## config.mk

```make
export PLATFORM = sky130hd
export DESIGN_NAME = pio_handshake
export DESIGN_NICKNAME = d
export VERILOG_FILES = /design/src/rtl/pio_handshake_pkg.sv /design/src/rtl/pio_handshake.sv
export SDC_FILE = /design/constraint.sdc
export NUM_CORES = 1
export LEC_CHECK = 0
export ABC_AREA = 0
export BUFFER_PORTS_ARGS = -buffer_cell sky130_fd_sc_hd__buf_2
export CAP_MARGIN = 0
export CORE_MARGIN = 1
export CORE_UTILIZATION = 48
export DETAILED_ROUTE_END_ITERATION = 8
export PLACE_DENSITY = 0.77
export SYNTH_ARGS = -nofsm -noshare
export SYNTH_HDL_FRONTEND = slang
export SYNTH_SLANG_ARGS = --single-unit
```

## constraint.sdc

```tcl
create_clock -name clk_i -period 1.6 [get_ports clk_i]
set_clock_uncertainty 0.1 [all_clocks]
set_input_delay 0.24 -clock clk_i [delete_from_list [all_inputs] [get_ports clk_i]]
set_output_delay 0.24 -clock clk_i [all_outputs]
set_load 0.02 [all_outputs]
```

## src/rtl/pio_handshake_pkg.sv

```systemverilog
package pio_handshake_pkg;

  // ****************************************
  // Pattern selection codes
  // ****************************************
  localparam logic [2:0] PAT_512PT  = 3'h3;
  localparam logic [2:0] PAT_DIRECT = 3'h4;

  // ****************************************
  // Register map, word byte addresses
  // ****************************************
  localparam logic [3:0] ADDR_CTRL   = 4'h0;  // Pattern, status feeds from motion core
  localparam logic [3:0] ADDR_STATUS = 4'h4;  // Outputs and alarm latch
  localparam logic [3:0] ADDR_CMD    = 4'h8;  // Pending move command and position
  localparam logic [3:0] ADDR_EVENT  = 4'hc;  // Event reporting: homed flag and pattern decode, read only

  // Control field positions
  localparam int CTRL_PAT_LSB   = 0;
  localparam int CTRL_HOMED     = 4;
  localparam int CTRL_ARRIVED   = 5;
  localparam int CTRL_INBAND    = 6;
  localparam int CTRL_ESTOP     = 7;
  localparam int CTRL_FAULT     = 8;
  localparam int CTRL_TRQ_OVER  = 9;
  localparam int CTRL_IN_RANGE  = 10;
  localparam int CTRL_CUR_REACH = 11;
  localparam int CTRL_CAN_RUN   = 12;

  // Reset values
  localparam logic [31:0] CTRL_RESET = 32'h0000_0000;
  localparam logic [2:0]  PAT_RESET  = 3'h0;

  // Synchroniser depth, counted in flip-flops
  localparam int SYNC_STAGES = 2;

  // Command settle time before start, in ms, and in clock cycles
  localparam int CLK_MHZ        = 100;
  localparam int SETTLE_MS      = 6;
  localparam int SETTLE_CYCLES  = SETTLE_MS * 1000 * CLK_MHZ;

  // ****************************************
  // Carriers
  // ****************************************
  typedef struct packed {
    logic       move_pulse;
    logic [8:0] move_pos;
  } move_cmd_t;

  typedef struct packed {
    logic [8:0] done_pos;
    logic       mode_status;
    logic       homing_done;
    logic       positioning_done;
    logic       ready;
    logic       estop_status_n;
    logic       alarm_n;
    logic       load_judge;
    logic       torque_level;
  } plc_out_t;

endpackage
```

## src/rtl/pio_handshake.sv

```systemverilog
// The Avalon-MM slave port and the address map are this design's own decisions.
`timescale 1ns/10ps
// Notes on behaviour
// - alarm clears on alarm clear rising edge
// - servo drive follows servo request level
// - reached position shown on binary lines
// - position lines cleared on accepted start
// - mode status low auto, high manual
// - homing done low from reset, set after homing
// - done output when reached and in band
// - ready when servo on and able
// - estop status low during emergency stop
// - alarm output low on any alarm
// - load flag when torque high in range
// - torque flag when current reaches threshold
// - direct input n rising starts move n
// - brake released while release input high
// - operating mode follows mode select level
// - pattern four selects direct inputs
// - pattern three selects binary number inputs
// - start rising edge begins commanded move
// - pause low decelerates, high permits motion
module pio_handshake
  import pio_handshake_pkg::*;
#(
  parameter int DIRECT_POINTS = 7
) (
  // Clock, reset, enable
  input  wire logic        clk_i,
  input  wire logic        rstn_i,
  input  wire logic        ce_i,
  // Avalon-MM slave
  input  wire logic [3:0]  avs_address_i,
  input  wire logic        avs_read_i,
  input  wire logic        avs_write_i,
  input  wire logic [31:0] avs_writedata_i,
  output logic      [31:0] avs_readdata_o,
  output logic             avs_waitrequest_o,
  // PLC inputs
  input  wire logic        alarm_clear_in_i,
  input  wire logic        servo_request_in_i,
  input  wire logic        move_start_in_i,
  input  wire logic        pause_n_i,
  input  wire logic [8:0]  cmd_pos_i,
  input  wire logic [6:0]  direct_move_in_i,
  input  wire logic        brake_release_in_i,
  input  wire logic        mode_select_in_i,
  // PLC outputs
  output logic      [8:0]  done_pos_o,
  output logic             mode_status_out_o,
  output logic             homing_done_out_o,
  output logic             positioning_done_out_o,
  output logic             ready_out_o,
  output logic             estop_status_n_o,
  output logic             alarm_n_o,
  output logic             load_judge_out_o,
  output logic             torque_level_out_o,
  // Drive controls toward the motion core
  output logic             servo_on_o,
  output logic             brake_release_o,
  output logic             motion_permit_o,
  output logic             manual_mode_o,
  output logic             move_pulse_o,
  output logic      [8:0]  move_pos_o
);

  // Elaboration check: the direct index is three bits and seven lines wide
  if (DIRECT_POINTS < 1 || DIRECT_POINTS > 7) begin : g_bad_points
    $error("DIRECT_POINTS must be 1 to 7");
  end

  // ****************************************
  // Input synchronisers
  // ****************************************
  localparam int NSYNC = 12;
  logic [NSYNC-1:0] raw_in;
  logic [NSYNC-1:0] sync1;
  logic [NSYNC-1:0] sync2;
  logic [NSYNC-1:0] prev;
  logic [NSYNC-1:0] rise;

  assign raw_in = {brake_release_in_i, mode_select_in_i, pause_n_i, servo_request_in_i,
                   alarm_clear_in_i, move_start_in_i, direct_move_in_i[5:0]};

  // Two flops per line; only the second stage and its delayed copy feed logic
  always_ff @(posedge clk_i) begin
    if (!rstn_i) begin
      sync1 <= '0;
      sync2 <= '0;
      prev  <= '0;
    end else if (ce_i) begin
      sync1 <= raw_in;
      sync2 <= sync1;
      prev  <= sync2;
    end
  end

  // Rising edge only after a registered low then a registered high
  assign rise = sync2 & ~prev;

  // Seventh direct line kept on its own flops to keep the bundle narrow
  logic d6_s1;
  logic d6_s2;
  logic d6_prev;
  always_ff @(posedge clk_i) begin
    if (!rstn_i) begin
      d6_s1   <= 1'b0;
      d6_s2   <= 1'b0;
      d6_prev <= 1'b0;
    end else if (ce_i) begin
      d6_s1   <= direct_move_in_i[6];
      d6_s2   <= d6_s1;
      d6_prev <= d6_s2;
    end
  end

  logic [6:0] direct_rise;
  assign direct_rise = {d6_s2 & ~d6_prev, rise[5:0]};

  // Position lines are levels settled well before start, so one sample stage suffices
  logic [8:0] cmd_pos_q;
  always_ff @(posedge clk_i) begin
    if (!rstn_i) begin
      cmd_pos_q <= '0;
    end else if (ce_i) begin
      cmd_pos_q <= cmd_pos_i;
    end
  end

  logic start_rise;
  logic clear_rise;
  logic servo_req;
  logic pause_ok;
  logic mode_sel;
  logic brake_req;
  assign start_rise = rise[6];
  assign clear_rise = rise[7];
  assign servo_req  = sync2[8];
  assign pause_ok   = sync2[9];
  assign mode_sel   = sync2[10];
  assign brake_req  = sync2[11];

  // ****************************************
  // Control register
  // ****************************************
  logic [31:0] ctrl;
  logic [31:0] next_ctrl;
  logic [2:0]  pattern;
  logic        bus_wr;

  assign pattern = ctrl[CTRL_PAT_LSB +: 3];
  assign bus_wr  = ce_i && avs_write_i && avs_waitrequest_o == 1'b0;

  // Software loads pattern and motion core status bits
  always_comb begin
    next_ctrl = ctrl;
    if (bus_wr && avs_address_i == ADDR_CTRL) begin
      next_ctrl = avs_writedata_i & 32'h0000_1ff7;
    end
  end

  always_ff @(posedge clk_i) begin
    if (!rstn_i) begin
      ctrl <= CTRL_RESET;
    end else if (ce_i) begin
      ctrl <= next_ctrl;
    end
  end

  // ****************************************
  // Move command, alarm and output state
  // ****************************************
  move_cmd_t cmd;
  move_cmd_t next_cmd;
  plc_out_t  outs;
  plc_out_t  next_outs;
  logic      alarm;
  logic      next_alarm;
  logic      homed;
  logic      next_homed;
  logic      arrived_q;
  logic      ctl_q;
  logic [3:0] drv_q;
  logic [3:0] next_drv;
  logic [2:0] dir_idx;

  // Lowest numbered direct edge wins when several rise together
  always_comb begin
    dir_idx = 3'h0;
    for (int i = DIRECT_POINTS - 1; i >= 0; i--) begin
      if (direct_rise[i]) begin
        dir_idx = 3'(i);
      end
    end
  end

  always_comb begin
    next_cmd   = '0;
    next_alarm = alarm;
    next_homed = homed;
    next_outs  = outs;
    // Latched alarm; a new fault beats a clearing edge
    if (clear_rise) begin
      next_alarm = 1'b0;
    end
    if (ctrl[CTRL_FAULT]) begin
      next_alarm = 1'b1;
    end
    if (ctrl[CTRL_HOMED]) begin
      next_homed = 1'b1;
    end
    // Start requests are taken only while running is permitted
    if (pattern == PAT_512PT && start_rise && pause_ok && !alarm) begin
      next_cmd.move_pulse = 1'b1;
      next_cmd.move_pos   = cmd_pos_q;
    end else if (pattern == PAT_DIRECT && (|direct_rise[DIRECT_POINTS-1:0])
                 && pause_ok && !alarm) begin
      next_cmd.move_pulse = 1'b1;
      next_cmd.move_pos   = {6'h00, dir_idx};
    end
    // Arrival rising edge in the binary pattern latches the reached number; a new start clears it
    if (next_cmd.move_pulse) begin
      next_outs.done_pos = '0;
    end else if (ctrl[CTRL_ARRIVED] && !arrived_q && pattern == PAT_512PT) begin
      next_outs.done_pos = cmd.move_pos;
    end
    next_outs.mode_status      = mode_sel;
    next_outs.homing_done      = next_homed;
    next_outs.positioning_done = ctrl[CTRL_ARRIVED] && ctrl[CTRL_INBAND];
    next_outs.ready            = servo_req && ctrl[CTRL_CAN_RUN];
    next_outs.estop_status_n   = !ctrl[CTRL_ESTOP];
    next_outs.alarm_n          = !next_alarm;
    next_outs.load_judge       = ctrl[CTRL_TRQ_OVER] && ctrl[CTRL_IN_RANGE];
    next_outs.torque_level     = ctrl[CTRL_CUR_REACH];
    // Drive controls: servo, brake, pause permit, manual mode
    next_drv = {servo_req, brake_req, pause_ok, mode_sel};
  end

  // Position last commanded, held for reporting at arrival
  logic [8:0] held_pos;
  always_ff @(posedge clk_i) begin
    if (!rstn_i) begin
      held_pos <= '0;
    end else if (ce_i && next_cmd.move_pulse) begin
      held_pos <= next_cmd.move_pos;
    end
  end

  always_ff @(posedge clk_i) begin
    if (!rstn_i) begin
      cmd       <= '0;
      alarm     <= 1'b0;
      homed     <= 1'b0;
      outs      <= '{default: '0, estop_status_n: 1'b1, alarm_n: 1'b1};
      arrived_q <= 1'b0;
      drv_q     <= '0;
      ctl_q     <= 1'b0;
    end else if (ce_i) begin
      cmd       <= '{move_pulse: next_cmd.move_pulse,
                     move_pos: next_cmd.move_pulse ? next_cmd.move_pos : held_pos};
      alarm     <= next_alarm;
      homed     <= next_homed;
      outs      <= next_outs;
      arrived_q <= ctrl[CTRL_ARRIVED];
      drv_q     <= next_drv;
      ctl_q     <= next_cmd.move_pulse;
    end
  end

  // ****************************************
  // Output pins, all straight from flops
  // ****************************************
  assign done_pos_o             = outs.done_pos;
  assign mode_status_out_o      = outs.mode_status;
  assign homing_done_out_o      = outs.homing_done;
  assign positioning_done_out_o = outs.positioning_done;
  assign ready_out_o            = outs.ready;
  assign estop_status_n_o       = outs.estop_status_n;
  assign alarm_n_o              = outs.alarm_n;
  assign load_judge_out_o       = outs.load_judge;
  assign torque_level_out_o     = outs.torque_level;
  assign servo_on_o             = drv_q[3];
  assign brake_release_o        = drv_q[2];
  assign motion_permit_o        = drv_q[1];
  assign manual_mode_o          = drv_q[0];
  assign move_pulse_o           = cmd.move_pulse;
  assign move_pos_o             = cmd.move_pos;

  // ****************************************
  // Bus answer: one wait cycle per access
  // ****************************************
  logic        wait_q;
  logic [31:0] rdata_q;
  logic [31:0] next_rdata;

  // Read data captured in the wait cycle, so they stand when waitrequest drops
  always_comb begin
    next_rdata = rdata_q;
    if (avs_read_i && wait_q) begin
      unique case (avs_address_i)
        ADDR_CTRL:   next_rdata = ctrl;
        ADDR_STATUS: next_rdata = {16'h0000, outs.done_pos, outs.mode_status, outs.homing_done,
                                   outs.positioning_done, outs.ready, outs.estop_status_n,
                                   outs.alarm_n, alarm};
        ADDR_CMD:    next_rdata = {22'h000000, ctl_q, cmd.move_pos};
        ADDR_EVENT:  next_rdata = {29'h00000000, homed, pattern == PAT_DIRECT,
                                   pattern == PAT_512PT};
        default:     next_rdata = 32'h0000_0000;
      endcase
    end
  end

  // Waitrequest high at rest, dropped for one cycle once a request is seen
  always_ff @(posedge clk_i) begin
    if (!rstn_i) begin
      wait_q  <= 1'b1;
      rdata_q <= '0;
    end else if (ce_i) begin
      wait_q  <= !(wait_q && (avs_read_i || avs_write_i));
      rdata_q <= next_rdata;
    end
  end

  assign avs_waitrequest_o = wait_q;
  assign avs_readdata_o    = rdata_q;

  // ****************************************
  // Checks
  // ****************************************
  start_takes_move_a: assert property (@(posedge clk_i) disable iff (!rstn_i)
    ce_i && pattern == PAT_512PT && start_rise && pause_ok && !alarm |=> move_pulse_o)
    else $error("start edge did not start a move");
  start_clears_pos_a: assert property (@(posedge clk_i) disable iff (!rstn_i)
    ce_i && next_cmd.move_pulse |=> done_pos_o == 9'h000)
    else $error("position lines not cleared on start");
  alarm_clears_a: assert property (@(posedge clk_i) disable iff (!rstn_i)
    ce_i && clear_rise && !ctrl[CTRL_FAULT] |=> alarm_n_o)
    else $error("alarm not cleared by clear edge");
  alarm_raised_a: assert property (@(posedge clk_i) disable iff (!rstn_i)
    ce_i && ctrl[CTRL_FAULT] |=> !alarm_n_o)
    else $error("alarm output not pulled low");
  homing_sticks_a: assert property (@(posedge clk_i) disable iff (!rstn_i)
    homing_done_out_o |=> homing_done_out_o)
    else $error("homing done fell");
  direct_pos_a: assert property (@(posedge clk_i) disable iff (!rstn_i)
    ce_i && pattern == PAT_DIRECT && direct_rise[0] && pause_ok && !alarm
    |=> move_pulse_o && move_pos_o == 9'h000)
    else $error("direct input 0 misrouted");
  edge_needs_low_a: assert property (@(posedge clk_i) disable iff (!rstn_i)
    start_rise |-> !$past(sync2[6]) || !$past(ce_i))
    else $error("edge without low sample");
  servo_follows_a: assert property (@(posedge clk_i) disable iff (!rstn_i)
    ce_i && servo_req |=> servo_on_o)
    else $error("servo drive not following request");

endmodule

```

==> results of run 1 <==
cell families (layout without fill, tap and decap cells):
family                 after synthesis  in the layout  synth area share, %
multiplexers                        71             71                 14.8
other                                1             16               0.0766
flip-flops                         114            114                 46.6
AND/OR/NAND/NOR                    146            146                 18.2
AO/OA/AOI/OAI                       90             90                 14.0
buffers and inverters               53            209                 6.26
worst min-delay path, stage by stage:
cell and delay (ps):
sky130_fd_sc_hd__buf_2 100, sky130_fd_sc_hd__o211ai_1 90, sky130_fd_sc_hd__o21ai_0 100, sky130_fd_sc_hd__nand2_1 70
through the flow:
step	area, um2	total power [mW]	setup slack, ps
after detailed placement	5680	3.52	-198
after CTS	6690	7.14	-44.7
after global placement	5680	3.51	-98.5
after floorplan	4950	3.36	3.63
final	6710	7.11	-177
after global routing	6710	7.35	-238
flip-flops by register name (all words and copies together) (netlist names), 4 cells and up:
name,flops
sync1,12
avs_readdata_o,16
done_pos_o,9
cmd_pos_q,9
ctrl,12
drv_q,4
sync2,12
move_pos_o,9
prev,8
held_pos,9
synthesized netlist by cell type (2+ instances only):
library cell / number
sky130_fd_sc_hd__a21boi_0: 3
sky130_fd_sc_hd__a21oi_1: 9
sky130_fd_sc_hd__a221o_1: 2
sky130_fd_sc_hd__a22o_1: 4
sky130_fd_sc_hd__a22oi_1: 14
sky130_fd_sc_hd__a2bb2oi_1: 6
sky130_fd_sc_hd__a311oi_1: 2
sky130_fd_sc_hd__a32o_1: 15
sky130_fd_sc_hd__buf_2: 11
sky130_fd_sc_hd__buf_4: 18
sky130_fd_sc_hd__buf_6: 2
sky130_fd_sc_hd__clkbuf_1: 18
sky130_fd_sc_hd__dfxtp_1: 114
sky130_fd_sc_hd__inv_1: 2
sky130_fd_sc_hd__mux2_2: 2
sky130_fd_sc_hd__mux2i_1: 68
sky130_fd_sc_hd__nand2_1: 23
sky130_fd_sc_hd__nand2b_1: 8
sky130_fd_sc_hd__nand3_1: 7
sky130_fd_sc_hd__nand4_1: 2
sky130_fd_sc_hd__nor2_1: 3
sky130_fd_sc_hd__nor2b_1: 85
sky130_fd_sc_hd__nor3b_1: 4
sky130_fd_sc_hd__o211a_1: 2
sky130_fd_sc_hd__o21a_1: 2
sky130_fd_sc_hd__o21ai_0: 20
sky130_fd_sc_hd__o221a_2: 2
report_power, final:
part | internal, mW | switching [mW]
clock | 2.25 | 1.31
combinational | 0.293 | 0.295
sequential | 2.91 | 0.0555
cell type report:
type	instances	area share [%]
multi-input cells	323	36.6
flip-flops and latches	114	34.1
clock buffers	19	6.43
well taps	133	2.48
clock inverters	13	2.03
repair buffers	175	18.2
inverters	2	0.112
path summary, 6_finish.rpt:
check	startpoint	to	slack, ps
worst max-delay path	sync2[5]$_SDFFE_PN0P_	move_pos_o[1]$_SDFFE_PN0P_	-180
worst min-delay path	avs_read_i	avs_waitrequest_o$_SDFFE_PN1P_	40
worst max register to register	sync2[5]$_SDFFE_PN0P_	move_pos_o[1]$_SDFFE_PN0P_	-180
worst min register to register	avs_readdata_o[1]$_SDFFE_PN0P_	avs_readdata_o[1]$_SDFFE_PN0P_	360
per-layer routing:
metal	share of wire, %	GRT usage, %	vias to the layer above
li1	-	-	1981
met1	43	26.7	1975
met2	50	40.0	123
met3	5.0	6.24	25
met4	2.4	11.3	0
met5	0	0	-
timing repair:
action | 4_1_cts | 5_1_grt
buffers inserted | 1 | 0
cloned | 0 | 0
hold endpoints to repair | 35 | 0
resized for setup | 22 | 7
endpoints found under the setup margin | 29 | 29
pin swaps | 5 | 7
hold buffers | 35 | 0
==> metrics.log, run 1 <==
[metrics] outcome: complete, but fails checks
[metrics] failing checks: setup timing
[metrics] power per unit of standard cell area: 1060 nW/um2
[metrics] Detailed Routing Iterations Pass 1: 5
[metrics] critical path type: reg2reg
[metrics] Worst Path Arrival: 2060 ps
[metrics] Non-Filler Instances: 779
[metrics] total half-perimeter wirelength after legalization and detailed placement: 7860 um
[metrics] critical path's slowest cell: sky130_fd_sc_hd__nor4b_1
[metrics] via count of the routed design: 4104
[metrics] biggest fanout along the worst timing path: 5
[metrics] Post-DRT Antenna Nets: 0
[metrics] leading cell type in the layout, fill and taps excluded: sky130_fd_sc_hd__dfxtp_1
[metrics] dominant synthesized flop cell: sky130_fd_sc_hd__dfxtp_1
[metrics] nets: 696
[metrics] sequential share of the synthesized area: 46.6%
[metrics] cell type contributing the most total cell area after synthesis: sky130_fd_sc_hd__dfxtp_1
[metrics] share of Yosys cell area claimed by the top area cell type: 46.6%
[metrics] fill count: 708
[metrics] clock insertion delay at the later pin of the skew report: 520 ps
[metrics] Hold Path Stages: 4
[metrics] MaxCap Viol Count: 0
[metrics] count of unique library cells instantiated by Yosys: 54
[metrics] width of the die: 103 um
[metrics] global-route wire length before repair: 18800 um
[metrics] sequential standard cell area: 2290 um2
[metrics] root buffer selected by CTS: sky130_fd_sc_hd__clkbuf_8
[metrics] cells traversed along the worst timing path: nor2b_4, nor3_4, a21oi_4, buf_6, nor4b_1, nor3b_2
[metrics] number of vias per cell: 5.27
[metrics] post-layout minimum cycle time: 1780 ps
[metrics] Fin. Hold Viols: 0
[metrics] final WL: 12000 um
[metrics] fraction of final layout cells sized beyond drive strength 1: 31.6%
[metrics] area of the core: 9820 um2
[metrics] count of port buffers added during placement: 90
[metrics] delay of the slowest cell on the worst path: 470 ps
[metrics] maximum level of the CTS H-tree: 4
[metrics] global routing usage summed across all routing layers: 23.2%
[metrics] TritonCTS clock tree: yes
[metrics] period utilisation layout: 111%
[metrics] Fin Setup TNS: -1080 ps
[metrics] diode insertion count for antenna repair: 0
[metrics] weighted congestion reported at the end of routability-driven placement: 0.863
[metrics] static power due to leakage: 2.86 nW
[metrics] height of the die: 103 um
[metrics] post-synthesis instance total: 475
[metrics] proportion of register bits with asynchronous set or reset after synthesis: 0%
[metrics] Boundary Pins: 127
[metrics] pins over their slew limit: 0
[metrics] number of buffer and inverter instances along the worst setup path: 1
[metrics] routed wirelength normalized by instance count: 15.4 um
[metrics] Critical Path End Type: flop
[metrics] multi-input logic area: 2460 um2
[metrics] data required time of the worst path: 1880 ps
[metrics] overall overflow remaining after global route: 0
[metrics] number of warnings printed during yosys synthesis: 0
[metrics] worst hold path class: in2reg
[metrics] largest delay contributor family on the critical path: simple AND/OR/NAND/NOR gates
[metrics] Inserted Clock Buffers: 17
[metrics] Peak Freq: 563 MHz
[metrics] Worst Setup Start Kind: flop
[metrics] DR DRC count: 0
[metrics] final setup slack of the worst path: -177 ps
[metrics] vias in the first global route: 4003
[metrics] commonest cells after routing, fill and taps aside: sky130_fd_sc_hd__dfxtp_1 (109), sky130_fd_sc_hd__buf_2 (89), sky130_fd_sc_hd__nor2b_1 (83), sky130_fd_sc_hd__mux2i_1 (68), sky130_fd_sc_hd__buf_4 (46)
[metrics] number of enable-type register cells in the synthesized netlist: 0
[metrics] fin util: 68.3%
[metrics] logic depth of the worst setup path including buffers: 6
[metrics] post-synthesis cell area: 4900 um2
[metrics] Starting Density: 49.9%
[metrics] measured slew at the worst slew-check pin: 539 ps
[metrics] final-layout worst hold slack: 39.8 ps
[metrics] largest net degree at the start of global routing: 43
[metrics] largest cells by area after synthesis: sky130_fd_sc_hd__dfxtp_1 (47%), sky130_fd_sc_hd__mux2i_1 (14%), sky130_fd_sc_hd__nor2b_1 (11%)
[metrics] Layout Area Growth over Synthesis: 37.1%
[metrics] Max VDD drop: 0.000585 V
[metrics] Total Die Area: 10600 um2
[metrics] headroom to the max-slew limit: 63.6%
[metrics] post-CTS clock slew at the launch and capture registers of the worst setup and hold paths: 60 ps
[metrics] register bit total from synthesis: 114
[metrics] final setup violating endpoints: 26
[metrics] cell depth of the worst flop-to-flop path: 6
[metrics] number of antenna violations at the first check in global routing: 0
[metrics] Synth Area per Inst: 10.3 um2
[metrics] starting DRC count in detailed routing: 148
[metrics] total number of placement rows: 36
[metrics] setup repair after global routing missed its margin: yes
[metrics] cell count after placement: 711
[metrics] clk sinks: 114
[metrics] CTS max path bufs: 2
Note: power is estimated with default switching activity, not from simulation.
==> run 2, diff against run 1 <==
--- a/config.mk
+++ b/config.mk
@@ -12,6 +12,7 @@
 export CORE_UTILIZATION = 48
 export DETAILED_ROUTE_END_ITERATION = 8
 export PLACE_DENSITY = 0.77
+export SKIP_LAST_GASP = 1
 export SYNTH_ARGS = -nofsm -noshare
 export SYNTH_HDL_FRONTEND = slang
 export SYNTH_SLANG_ARGS = --single-unit
==> metrics.log, run 2 (synthesized netlist as in run 1, its figures left out) <==
[metrics] outcome: complete, but fails checks (unchanged)
[metrics] failing checks: setup timing (unchanged)
[metrics] largest delay contributor family on the critical path: simple AND/OR/NAND/NOR gates (unchanged)
[metrics] clock insertion delay at the later pin of the skew report: 510 ps (was 520 ps)
[metrics] width of the die: 103 um (unchanged)
[metrics] power per unit of standard cell area: 1060 nW/um2 (about the same)
[metrics] data required time of the worst path: 1880 ps (about the same)
[metrics] root buffer selected by CTS: sky130_fd_sc_hd__clkbuf_8 (unchanged)
[metrics] net switching share of the total power: 23.3% (was 23.4%)
[metrics] sequential standard cell area: 2290 um2 (about the same)
[metrics] final setup slack of the worst path: -174 ps (was -177 ps)
[metrics] weighted congestion reported at the end of routability-driven placement: 0.863 (unchanged)
[metrics] Total Die Area: 10600 um2 (unchanged)
[metrics] DR DRC count: 0 (unchanged)
[metrics] Worst Setup Start Kind: flop (unchanged)
[metrics] Peak Freq: 564 MHz (was 563 MHz)
[metrics] Starting Density: 49.9% (unchanged)
[metrics] global routing usage summed across all routing layers: 23.2% (about the same)
[metrics] multi-input logic area: 2460 um2 (unchanged)
[metrics] count of port buffers added during placement: 90 (unchanged)
[metrics] post-placement worst setup slack: -198 ps (unchanged)
[metrics] critical path type: reg2reg (unchanged)
[metrics] fill count: 708 (unchanged)
[metrics] worst hold path class: in2reg (unchanged)
[metrics] period utilisation layout: 111% (about the same)
[metrics] Fin. Hold Viols: 0 (unchanged)
[metrics] largest net degree at the start of global routing: 43 (unchanged)
[metrics] cells traversed along the worst timing path: nor2b_4, nor3_4, a21oi_4, buf_6, nor4b_1, nor3b_2 (unchanged)
[metrics] clk sinks: 114 (unchanged)
[metrics] biggest fanout along the worst timing path: 5 (unchanged)
[metrics] Detailed Routing Iterations Pass 1: 4 (was 5)
[metrics] Clock Power Share: 50.0% (about the same)
[metrics] Inserted Clock Buffers: 17 (unchanged)
[metrics] final WL: 12000 um (about the same)
[metrics] fraction of final layout cells sized beyond drive strength 1: 31.4% (was 31.6%)
[metrics] fraction of power consumed by sequential logic: 41.7% (about the same)
[metrics] nets: 696 (unchanged)
[metrics] headroom to the max-slew limit: 63.6% (about the same)
[metrics] via count of the routed design: 4088 (was 4104)
[metrics] number of flip-flops under the largest register name: 16 (unchanged)
[metrics] setup slack on the worst flop-to-flop path: -170 ps (was -180 ps)
[metrics] Power Internal: 5.45 mW (about the same)
[metrics] final setup violating endpoints: 26 (unchanged)
[metrics] number of buffer and inverter instances along the worst setup path: 1 (unchanged)
[metrics] portion of total power attributed to combinational logic: 8.3% (about the same)
[metrics] MaxCap Viol Count: 0 (unchanged)
[metrics] total number of placement rows: 36 (unchanged)
[metrics] vias in the first global route: 4001 (was 4003)
[metrics] height of the die: 103 um (unchanged)
[metrics] static power due to leakage: 2.86 nW (about the same)
[metrics] number of vias per cell: 5.25 (was 5.27)
[metrics] Worst Path Arrival: 2060 ps (about the same)
[metrics] leading cell type in the layout, fill and taps excluded: sky130_fd_sc_hd__dfxtp_1 (unchanged)
[metrics] maximum level of the CTS H-tree: 4 (unchanged)
[metrics] Layout Area Growth over Synthesis: 37.0% (was 37.1%)
[metrics] Max VDD drop: 0.000581 V (was 0.000585 V)
[metrics] Critical Path End Type: flop (unchanged)
[metrics] total half-perimeter wirelength after legalization and detailed placement: 7860 um (unchanged)
[metrics] critical path's slowest cell: sky130_fd_sc_hd__nor4b_1 (unchanged)
[metrics] pins over their slew limit: 0 (unchanged)
[metrics] routed wirelength normalized by instance count: 15.4 um (about the same)
[metrics] diode insertion count for antenna repair: 0 (unchanged)
[metrics] commonest cells after routing, fill and taps aside: sky130_fd_sc_hd__dfxtp_1 (110), sky130_fd_sc_hd__buf_2 (89), sky130_fd_sc_hd__nor2b_1 (83), sky130_fd_sc_hd__mux2i_1 (68), sky130_fd_sc_hd__buf_4 (46) (was sky130_fd_sc_hd__dfxtp_1 (109), sky130_fd_sc_hd__buf_2 (89), sky130_fd_sc_hd__nor2b_1 (83), sky130_fd_sc_hd__mux2i_1 (68), sky130_fd_sc_hd__buf_4 (46))
[metrics] Post-DRT Antenna Nets: 0 (unchanged)
[metrics] post-CTS clock slew at the launch and capture registers of the worst setup and hold paths: 60 ps (about the same)
[metrics] final-layout worst hold slack: 43.2 ps (was 39.8 ps)
[metrics] number of antenna violations at the first check in global routing: 0 (unchanged)
[metrics] switching power summed over all nets: 1.66 mW (about the same)
[metrics] measured slew at the worst slew-check pin: 539 ps (about the same)
[metrics] starting DRC count in detailed routing: 133 (was 148)
[metrics] Boundary Pins: 127 (unchanged)
[metrics] TritonCTS clock tree: yes (unchanged)
[metrics] area of the core: 9820 um2 (unchanged)
[metrics] overall overflow remaining after global route: 0 (unchanged)
[metrics] global-route wire length before repair: 18800 um (unchanged)
[metrics] CTS max path bufs: 2 (unchanged)
[metrics] delay of the slowest cell on the worst path: 470 ps (about the same)
[metrics] setup repair after global routing missed its margin: yes (unchanged)
[metrics] post-layout minimum cycle time: 1770 ps (was 1780 ps)
[run 2: stage by stage]
step	instances	instance area [um2]	utilization, %	setup TNS (ps)	power, mW
floorplan	490	4950	-	0	3.36
global placement	711	5680	57.8	-1370	3.51
detailed placement	711	5680	57.8	-3530	3.52
CTS	779	6690	68.1	-392	7.14
global route	779	6710	68.3	-2720	7.35
finish	779	6710	68.3	-1030	7.11
[run 2: layer usage]
| metal | GRT usage [%] | share of wire [%] | up-vias |
|---|---|---|---|
| met5 | 0 | 0 | - |
| met4 | 11.3 | 2.3 | 0 |
| met3 | 6.24 | 5.1 | 23 |
| met2 | 39.9 | 50 | 126 |
| met1 | 26.8 | 43 | 1958 |
| li1 | - | - | 1981 |
[run 2: layout make-up]
class                      count  share of cell area, %
inverter                       2                  0.112
tap                          133                   2.48
timing repair buffer         175                   18.2
multi-input combinational    323                   36.6
clock inverter                13                   2.03
clock buffer                  19                   6.43
sequential                   114                   34.1
[run 2: final timing paths]
kind / startpoint / end / cells after the start
max: sync2[5]$_SDFFE_PN0P_ / move_pos_o[1]$_SDFFE_PN0P_ / 6
min: avs_read_i / avs_waitrequest_o$_SDFFE_PN1P_ / 4
max reg2reg: sync2[5]$_SDFFE_PN0P_ / move_pos_o[1]$_SDFFE_PN0P_ / 6
min reg2reg: avs_readdata_o[1]$_SDFFE_PN0P_ / avs_readdata_o[1]$_SDFFE_PN0P_ / 2
[run 2: worst min-delay path, cell delays in order]
cell and delay (ps):
sky130_fd_sc_hd__buf_2 100, sky130_fd_sc_hd__o211ai_1 90, sky130_fd_sc_hd__o21ai_0 90, sky130_fd_sc_hd__nand2_1 80
[run 2: what timing repair did]
item,in CTS,in global routing
hold endpoints to repair,35,0
endpoints found under the setup margin,29,29
hold buffers,35,0
resized for setup,22,6
pin swaps,3,8
setup buffers,1,0
[run 2: power groups by stage]
stage	registers (mW)	clock network [mW]	logic, mW
after floorplan	3.03	0	0.332
after global placement	3.02	0	0.489
after detailed placement	3.02	0	0.501
after CTS	2.96	3.60	0.575
after global routing	2.97	3.74	0.638
final	2.97	3.55	0.588
